--- src/inc/wim_pkg.sv ---
package wim_pkg;

    // Clock rate and filter time.
    localparam int unsigned CLK_HZ             = 10_000_000;
    localparam int unsigned FILTER_TIME_NS     = 25_000;
    localparam int unsigned FILTER_CYCLES      = (FILTER_TIME_NS / 1000) * (CLK_HZ / 1_000_000);
    localparam int unsigned FILT_W             = 9;
    localparam logic [FILT_W-1:0] FILT_LAST    = FILT_W'(FILTER_CYCLES - 1);
    localparam logic [FILT_W-1:0] FILT_ZERO    = 9'h000;

    // Register offsets.
    localparam logic [3:0] ADDR_CTRL    = 4'h0;
    localparam logic [3:0] ADDR_STATUS  = 4'h1;
    localparam logic [3:0] ADDR_IRQ     = 4'h2;
    localparam logic [3:0] ADDR_MASK    = 4'h3;

    // Control register fields.
    localparam int CTRL_ENABLE  = 0;
    localparam int CTRL_MODE_LO = 1;
    localparam int CTRL_MODE_HI = 3;

    // Flag fields, shared by the flag and mask registers.
    localparam int FLAG_RISE = 0;
    localparam int FLAG_FALL = 1;

    localparam logic [7:0] DATA_ZERO  = 8'h00;
    localparam logic [1:0] FLAGS_ZERO = 2'h0;
    localparam logic [1:0] MASK_RESET = 2'h0;

    typedef enum logic [2:0] {
        WIM_OFF      = 3'b000,
        WIM_NORMAL   = 3'b001,
        WIM_STOP     = 3'b010,
        WIM_REPROG   = 3'b011,
        WIM_SLEEP    = 3'b100,
        WIM_FAILSAFE = 3'b101,
        WIM_RESTART  = 3'b110
    } wim_mode_t;

endpackage : wim_pkg

--- src/core/wim_core.sv ---
// Overview of operation
// Both edges of the wake input count.
// Accept a level only after the filter time.
// Software enables or disables wake capability.
// Powered-off: pin undriven, wake events ignored.
// Live pin level readable in active modes.
// Enabled valid edge leaves Sleep mode.
// Fail-Safe goes to Restart on any edge.
// Active modes set edge flags, raise interrupt.
// Separate masks for rising and falling edges.
// Normal to Sleep refused while flags set.
// Pending flag wakes right after Sleep entry.
// Controller clears flags before Sleep command.
// Synchronise, filter restarts when level reverts.
//
// Decided for this implementation: strobed register access and the address map.
`timescale 1ns/100ps
module wim_core
    import wim_pkg::*;
(
    input  wire logic       sys_clk,
    input  wire logic       rst_n,
    input  wire logic       wake_input,
    input  wire logic [3:0] reg_addr,
    input  wire logic [7:0] reg_wdata,
    input  wire logic       reg_wr,
    input  wire logic       reg_rd,
    output logic      [7:0] reg_rdata,
    output logic            wake_input_oe,
    output logic            wake_input_out,
    output logic            wake_request,
    output logic            restart_request,
    output logic            sleep_refused,
    output logic            irq
);

    logic            sync_a;
    logic            sync_b;
    logic            filt_level;
    logic [FILT_W-1:0] filt_cnt;
    logic            edge_rise;
    logic            edge_fall;
    logic            wake_input_enable;
    wim_mode_t       mode;
    logic [1:0]      wake_edge_flags;
    logic [1:0]      mask;
    logic            wake_level_status;
    logic            active_mode;
    logic            wr_ctrl;
    logic            wr_irq;
    logic            wr_mask;
    wim_mode_t       req_mode;
    logic [1:0]      set_flags;
    logic            any_edge;
    logic            flags_pending;
    logic            sleep_blocked;
    logic            req_valid;
    logic            wr_mode;
    logic            filt_differs;
    logic            filt_done;
    logic [1:0]      clear_flags;
    logic            flags_flush;
    logic            flag_rise;
    logic            flag_fall;
    logic            req_rise;
    logic            req_fall;
    logic [7:0]      ctrl_word;
    logic [7:0]      status_word;
    logic [7:0]      flags_word;
    logic [7:0]      mask_word;
    logic [7:0]      next_rdata;

    assign active_mode = (mode == WIM_NORMAL) || (mode == WIM_STOP) || (mode == WIM_REPROG);
    assign wr_ctrl     = reg_wr && (reg_addr == ADDR_CTRL);
    assign wr_irq      = reg_wr && (reg_addr == ADDR_IRQ);
    assign wr_mask     = reg_wr && (reg_addr == ADDR_MASK);
    assign req_mode    = wim_mode_t'(reg_wdata[CTRL_MODE_HI:CTRL_MODE_LO]);
    assign any_edge    = edge_rise || edge_fall;
    assign flags_pending = |wake_edge_flags;
    assign sleep_blocked = flags_pending || (set_flags != FLAGS_ZERO);
    assign wr_mode       = wr_ctrl && req_valid;
    assign filt_differs  = (sync_b != filt_level);
    assign filt_done     = filt_differs && (filt_cnt == FILT_LAST);
    assign clear_flags   = wr_irq ? reg_wdata[1:0] : FLAGS_ZERO;
    assign flags_flush   = (mode == WIM_OFF);

    // Only codes of defined modes may be written; others leave the mode alone.
    always_comb begin
        case (req_mode)
            WIM_OFF, WIM_NORMAL, WIM_STOP, WIM_REPROG,
            WIM_SLEEP, WIM_FAILSAFE, WIM_RESTART: req_valid = 1'b1;
            default:                              req_valid = 1'b0;
        endcase
    end

    // Two-stage synchroniser on the wake input.
    always_ff @(posedge sys_clk or negedge rst_n) begin
        if (!rst_n) begin
            sync_a <= 1'b0;
            sync_b <= 1'b0;
        end else begin
            sync_a <= wake_input;
            sync_b <= sync_a;
        end
    end

    // Filter counter: runs while the synchronised level differs from the accepted one.
    always_ff @(posedge sys_clk or negedge rst_n) begin
        if (!rst_n) begin
            filt_cnt <= FILT_ZERO;
        end else if (!filt_differs || filt_done) begin
            filt_cnt <= FILT_ZERO;
        end else begin
            filt_cnt <= filt_cnt + 1'b1;
        end
    end

    // Accepted level: a new level must persist for the filter time.
    always_ff @(posedge sys_clk or negedge rst_n) begin
        if (!rst_n) begin
            filt_level <= 1'b0;
        end else if (filt_done) begin
            filt_level <= sync_b;
        end
    end

    // One-cycle edge pulses in either direction.
    always_ff @(posedge sys_clk or negedge rst_n) begin
        if (!rst_n) begin
            edge_rise <= 1'b0;
            edge_fall <= 1'b0;
        end else begin
            edge_rise <= filt_done && sync_b;
            edge_fall <= filt_done && !sync_b;
        end
    end

    // Wake enable bit written by software.
    always_ff @(posedge sys_clk or negedge rst_n) begin
        if (!rst_n) begin
            wake_input_enable <= 1'b0;
        end else if (wr_ctrl) begin
            wake_input_enable <= reg_wdata[CTRL_ENABLE];
        end
    end

    // Chip mode: software requests, wake events leave Sleep and Fail-Safe.
    always_ff @(posedge sys_clk or negedge rst_n) begin
        if (!rst_n) begin
            mode            <= WIM_NORMAL;
            wake_request    <= 1'b0;
            restart_request <= 1'b0;
            sleep_refused   <= 1'b0;
        end else begin
            wake_request    <= 1'b0;
            restart_request <= 1'b0;
            sleep_refused   <= 1'b0;
            case (mode)
                WIM_OFF: begin
                    if (wr_mode && req_mode != WIM_OFF) begin
                        mode <= req_mode;
                    end
                end
                WIM_NORMAL: begin
                    if (wr_mode) begin
                        if (req_mode == WIM_SLEEP && sleep_blocked) begin
                            sleep_refused <= 1'b1;
                        end else begin
                            mode <= req_mode;
                        end
                    end
                end
                WIM_STOP: begin
                    if (wr_mode) begin
                        mode <= req_mode;
                    end
                end
                WIM_REPROG: begin
                    if (wr_mode) begin
                        mode <= req_mode;
                    end
                end
                WIM_SLEEP: begin
                    if (wake_input_enable && (any_edge || flags_pending)) begin
                        mode         <= WIM_NORMAL;
                        wake_request <= 1'b1;
                    end else if (wr_mode) begin
                        mode <= req_mode;
                    end
                end
                WIM_FAILSAFE: begin
                    if (any_edge) begin
                        mode            <= WIM_RESTART;
                        restart_request <= 1'b1;
                    end else if (wr_mode) begin
                        mode <= req_mode;
                    end
                end
                WIM_RESTART: begin
                    if (wr_mode) begin
                        mode <= req_mode;
                    end
                end
                default: begin
                    mode <= WIM_NORMAL;
                end
            endcase
        end
    end

    // Edge flags: set wins over a write-one clear.
    always_comb begin
        set_flags = FLAGS_ZERO;
        if (active_mode && wake_input_enable) begin
            set_flags[FLAG_RISE] = edge_rise;
            set_flags[FLAG_FALL] = edge_fall;
        end
    end

    wim_flag_bit i_wim_flag_bit_rise (
        .sys_clk   (sys_clk),
        .rst_n     (rst_n),
        .flush     (flags_flush),
        .set_event (set_flags[FLAG_RISE]),
        .clear_req (clear_flags[FLAG_RISE]),
        .masked    (mask[FLAG_RISE]),
        .flag      (flag_rise),
        .request   (req_rise)
    );

    wim_flag_bit i_wim_flag_bit_fall (
        .sys_clk   (sys_clk),
        .rst_n     (rst_n),
        .flush     (flags_flush),
        .set_event (set_flags[FLAG_FALL]),
        .clear_req (clear_flags[FLAG_FALL]),
        .masked    (mask[FLAG_FALL]),
        .flag      (flag_fall),
        .request   (req_fall)
    );

    // Flag register view, one bit per edge direction.
    always_comb begin
        wake_edge_flags            = FLAGS_ZERO;
        wake_edge_flags[FLAG_RISE] = flag_rise;
        wake_edge_flags[FLAG_FALL] = flag_fall;
    end

    always_ff @(posedge sys_clk or negedge rst_n) begin
        if (!rst_n) begin
            mask <= MASK_RESET;
        end else if (wr_mask) begin
            mask <= reg_wdata[1:0];
        end
    end

    // Interrupt level from unmasked flags.
    always_ff @(posedge sys_clk or negedge rst_n) begin
        if (!rst_n) begin
            irq <= 1'b0;
        end else begin
            irq <= req_rise || req_fall;
        end
    end

    // Live level status, held at zero outside the active modes.
    always_ff @(posedge sys_clk or negedge rst_n) begin
        if (!rst_n) begin
            wake_level_status <= 1'b0;
        end else begin
            wake_level_status <= active_mode ? filt_level : 1'b0;
        end
    end

    // The pin is input only, so it stays undriven in every mode.
    always_ff @(posedge sys_clk or negedge rst_n) begin
        if (!rst_n) begin
            wake_input_oe  <= 1'b0;
            wake_input_out <= 1'b0;
        end else begin
            wake_input_oe  <= 1'b0;
            wake_input_out <= 1'b0;
        end
    end

    // Register views built from their fields.
    always_comb begin
        ctrl_word                            = DATA_ZERO;
        ctrl_word[CTRL_ENABLE]               = wake_input_enable;
        ctrl_word[CTRL_MODE_HI:CTRL_MODE_LO] = mode;
        status_word                          = {7'h00, wake_level_status};
        flags_word                           = {6'h00, wake_edge_flags};
        mask_word                            = {6'h00, mask};
    end

    // Read data selection; zero outside a read.
    always_comb begin
        next_rdata = DATA_ZERO;
        if (reg_rd) begin
            case (reg_addr)
                ADDR_CTRL:   next_rdata = ctrl_word;
                ADDR_STATUS: next_rdata = status_word;
                ADDR_IRQ:    next_rdata = flags_word;
                ADDR_MASK:   next_rdata = mask_word;
                default:     next_rdata = DATA_ZERO;
            endcase
        end
    end

    // Register read data, one cycle after the strobe.
    always_ff @(posedge sys_clk or negedge rst_n) begin
        if (!rst_n) begin
            reg_rdata <= DATA_ZERO;
        end else begin
            reg_rdata <= next_rdata;
        end
    end

endmodule : wim_core

// One sticky event bit: an event sets it, a written one clears it, and the event wins.
module wim_flag_bit
    import wim_pkg::*;
(
    input  wire logic sys_clk,
    input  wire logic rst_n,
    input  wire logic flush,
    input  wire logic set_event,
    input  wire logic clear_req,
    input  wire logic masked,
    output logic      flag,
    output logic      request
);

    always_ff @(posedge sys_clk or negedge rst_n) begin
        if (!rst_n) begin
            flag <= 1'b0;
        end else if (flush) begin
            flag <= 1'b0;
        end else if (set_event) begin
            flag <= 1'b1;
        end else if (clear_req) begin
            flag <= 1'b0;
        end
    end

    // The request stays low while the bit is masked.
    assign request = flag && !masked;

endmodule : wim_flag_bit

--- config.mk ---
export PLATFORM = sky130hd
export DESIGN_NAME = wim_core
export DESIGN_NICKNAME = d
export VERILOG_FILES = /design/src/inc/wim_pkg.sv /design/src/core/wim_core.sv
export SDC_FILE = /design/constraint.sdc
export NUM_CORES = 1
export LEC_CHECK = 0
export ABC_AREA = 1
export BUFFER_PORTS_ARGS = -buffer_cell sky130_fd_sc_hd__buf_2
export CAP_MARGIN = 20
export CORE_MARGIN = 2
export CORE_UTILIZATION = 54
export DETAILED_ROUTE_END_ITERATION = 8
export GPL_TIMING_DRIVEN = 0
export PLACE_DENSITY_LB_ADDON = 0.08
export RECOVER_POWER = 100
export SETUP_SLACK_MARGIN = 0.02
export SLEW_MARGIN = 5
export SYNTH_ARGS = -nofsm -noshare
export SYNTH_HDL_FRONTEND = slang
export SYNTH_SLANG_ARGS = --single-unit
--- constraint.sdc ---
create_clock -name sys_clk -period 1.6 [get_ports sys_clk]
set_clock_uncertainty 0.05 [all_clocks]
set_input_delay 0.08 -clock sys_clk [delete_from_list [all_inputs] [get_ports sys_clk]]
set_output_delay 0.08 -clock sys_clk [all_outputs]
set_load 0.02 [all_outputs]
==> out/summary.json <==
{
  "crit-reg2reg-capture": "mode[0]",
  "max_freq_mhz": 699.5,
  "die_y_um": 59.37,
  "cts-buffers-inserted": 5,
  "power.switching_fraction": 0.3147,
  "placement.cell_area_um2": 1815,
  "syn_area_per_cell_um2": 8.195,
  "syn_inst": 202,
  "largest_net_degree_at_the_start_of_global_routing": 32,
  "hold_critical_path_depth": 3,
  "status": "complete, no violations",
  "drc_errors": 0,
  "met3RoutedLength_um": 159,
  "fin_tns_setup_ns": 0,
  "final_period_minus_worst_setup_slack_ns": 1.430,
  "relSlewSlack": 0.5035,
  "power.share.clock": 0.300,
  "grt_first_pass_wirelength_um": 5589,
  "post_drt_via_cell_ratio": 5.030,
  "tightest_slew_ns": 0.7447,
  "wl_met2_um": 1560,
  "clkSlewWorstSetupHoldPaths_ns": 0.10,
  "layout.nets": 257,
  "initial_utilization": 0.5559,
  "wl_met1_um": 1253,
  "number_of_cells_on_the_worst_reg_to_reg_path": 9,
  "die_width_um": 59.37,
  "min-delay-start": "reg_wr",
  "track_usage": 0.2115,
  "std_cell_rows": 20,
  "layout_commonest_cell": "nand2_1",
  "path_max_fanout": 7,
  "root_buffer": "clkbuf_4",
  "post_cts_hold_buffer_count": 4,
  "worstHoldPathType": "in2reg",
  "switchingPower_mw": 0.6026,
  "gp_congestion": 0.8389,
  "number_of_antenna_cells_inserted": 0,
  "ys_warn_count": 0,
  "dieArea_um2": 3524,
  "combinationalPowerShare": 0.227,
  "design.core.area_um2": 2978,
  "first_global_vias": 1368,
  "setup_slack_ns": 0.1704,
  "post_route_cells_drive_above_1_share": 0.1849,
  "yosys.cell_types.count": 27,
  "timing.critical_path.to_type": "register",
  "synth.ff_latch_count": 31,
  "dr_total_vias": 1363,
  "pre_cts_slack_ns": 0.2168,
  "peakVddDrop_mv": 0.6163,
  "io_pins": 31,
  "most-common-layout-cells": "nand2_1, dfrtp_1, inv_1",
  "finalHoldViolCount": 0,
  "worst-r2r-setup-slack_ns": 0.17,
  "grt_antenna_before_repair": 0,
  "hpwlAfterDp_um": 2348,
  "critical_path.reg2reg.startpoint": "mode[0]",
  "cts_resized": 0,
  "cts_post_setup_buffers_inserted": 0,
  "finish.instance_area_um2": 1857,
  "htree_num_levels": 2,
  "worst_skew_pair.late_latency_ns": 0.33,
  "synthesis.area_um2": 1655,
  "drtPass1Iterations": 4,
  "rsz0062_at_grt": "false",
  "timing.final.setup_violations": 0,
  "drt_iter0_drc": 70,
  "seq_power_share": 0.473,
  "power_report.internal_total_mw": 1.312,
  "tritoncts": "yes",
  "layout-area-overhead-vs-synth_pct": 12.17,
  "drv.max_cap_violation_count": 0,
  "power.leakage_nw": 1.002,
  "timing.critical_path.required_ns": 1.82,
  "worstSetupStartpointType": "register",
  "crit_type": "reg2reg",
  "clock-sinks": 31,
  "detail_route.wl_per_cell_um": 11.36,
  "cts_buffer_depth": 2,
  "cp.arrival_ns": 1.65,
  "wirelength_um": 3079,
  "ant_nets": 0,
  "power_per_cell_area_nw_per_um2": 1031,
  "whs_endpoint": "mask[0]",
  "grt-ovfl-total": 0,
  "seq_area_frac_synth": 0.4694,
  "port_buffers": 20,
  "slew_violations": 0,
  "post-route-period-util": 0.8935,
  "top_signal_layer_used": "met4"
}
[kinds of logic after synthesis]
logic type,share of synthesized area
buffers and inverters,0.1066
AND/OR/NAND/NOR,0.3356
flip-flops,0.4694
other,0.002265
AO/OA/AOI/OAI,0.06576
XOR/XNOR,0.005292
adder cells (fa/ha/maj),0.01511
[registers in the layout (all words and copies together), names as in the netlist, 2 cells and up]
register   flops
filt_cnt       9
mask           2
mode           3
reg_rdata      4
[routing by layer]
| metal | track usage | vias up |
|---|---|---|
| li1 | - | 698 |
| met1 | 0.2353 | 616 |
| met2 | 0.3689 | 36 |
| met3 | 0.06114 | 13 |
| met4 | 0.09740 | 0 |
| met5 | 0 | - |
[cell usage after synthesis]
cell	instances	area, um2
nor2_4	1	11.26
nor3_4	1	16.27
and3_1	1	6.260
inv_1	26	97.59
nand3_1	13	65.06
nand3_2	2	20.02
nor3_1	7	35.03
nor2_2	8	50.05
buf_4	6	45.04
o21ai_4	1	16.27
o221ai_1	1	8.760
xor2_1	1	8.760
dfstp_2	1	26.28
nand2_2	3	18.77
o21ai_1	5	25.02
inv_2	9	33.78
dfrtp_1	30	750.7
nor3_2	6	60.06
nand2_1	44	165.2
o21ai_0	1	5.000
nor2_1	18	67.56
nand4_1	3	18.77
o22ai_1	3	18.77
a21oi_1	7	35.03
ha_1	2	25.02
nand4_4	1	21.27
conb_1	1	3.750
[worst max-delay path, cell delays in order (launching register included)]
cell	delay [ns]
dfstp_2	0.60
inv_1	0.11
nand2_1	0.08
nand3_2	0.09
nand2_1	0.07
nand3_1	0.11
nand2_2	0.12
inv_1	0.04
nand2_1	0.05
nand2_1	0.05
[power by group through the flow]
| stage | Sequential [mW] | Clock [mW] | Combinational (mW) |
|---|---|---|---|
| floorplan | 0.912 | 0 | 0.331 |
| global route | 0.917 | 0.630 | 0.500 |
| detailed placement | 0.924 | 0 | 0.443 |
| finish | 0.906 | 0.574 | 0.435 |
| CTS | 0.909 | 0.599 | 0.453 |
| global placement | 0.921 | 0 | 0.429 |
[through the flow]
| step | std cells | hold WS, ns | utilization | power (mW) |
|---|---|---|---|---|
| global placement | 260 | 0.09268 | 0.6097 | 1.351 |
| CTS | 271 | 0.02573 | 0.6471 | 1.960 |
| global route | 271 | 0.03843 | 0.6235 | 2.047 |
| detailed placement | 260 | 0.1137 | 0.6097 | 1.368 |
| finish | 271 | 0.03512 | 0.6235 | 1.915 |
| floorplan | 207 | -0.2656 | - | 1.244 |
[worst max path at each step]
stage / startpoint / end / slack, ns / depth (start not counted)
after floorplan: filt_cnt[0] / filt_cnt[6] / 0.36 / 7
after global routing: mode[0] / mode[0] / 0.04 / 9
after CTS: mode[0] / mode[0] / 0.20 / 9
final: mode[0] / mode[0] / 0.17 / 9
after global placement: mode[0] / mode[0] / 0.24 / 9
after detailed placement: mode[0] / mode[0] / 0.22 / 9
[cell type report]
type                            instances  area (um2)
Sequential cell                        31       777.0
Fill cell                             263        1121
Inverter                               35       131.4
Multi-Input combinational cell        135       660.6
Buffer                                  6       45.04
Tap cell                               33       41.29
Clock inverter                          1       30.03
Clock buffer                            6       41.29
Timing Repair Buffer                   24       130.1
Note: power is estimated with default switching activity, not from simulation.
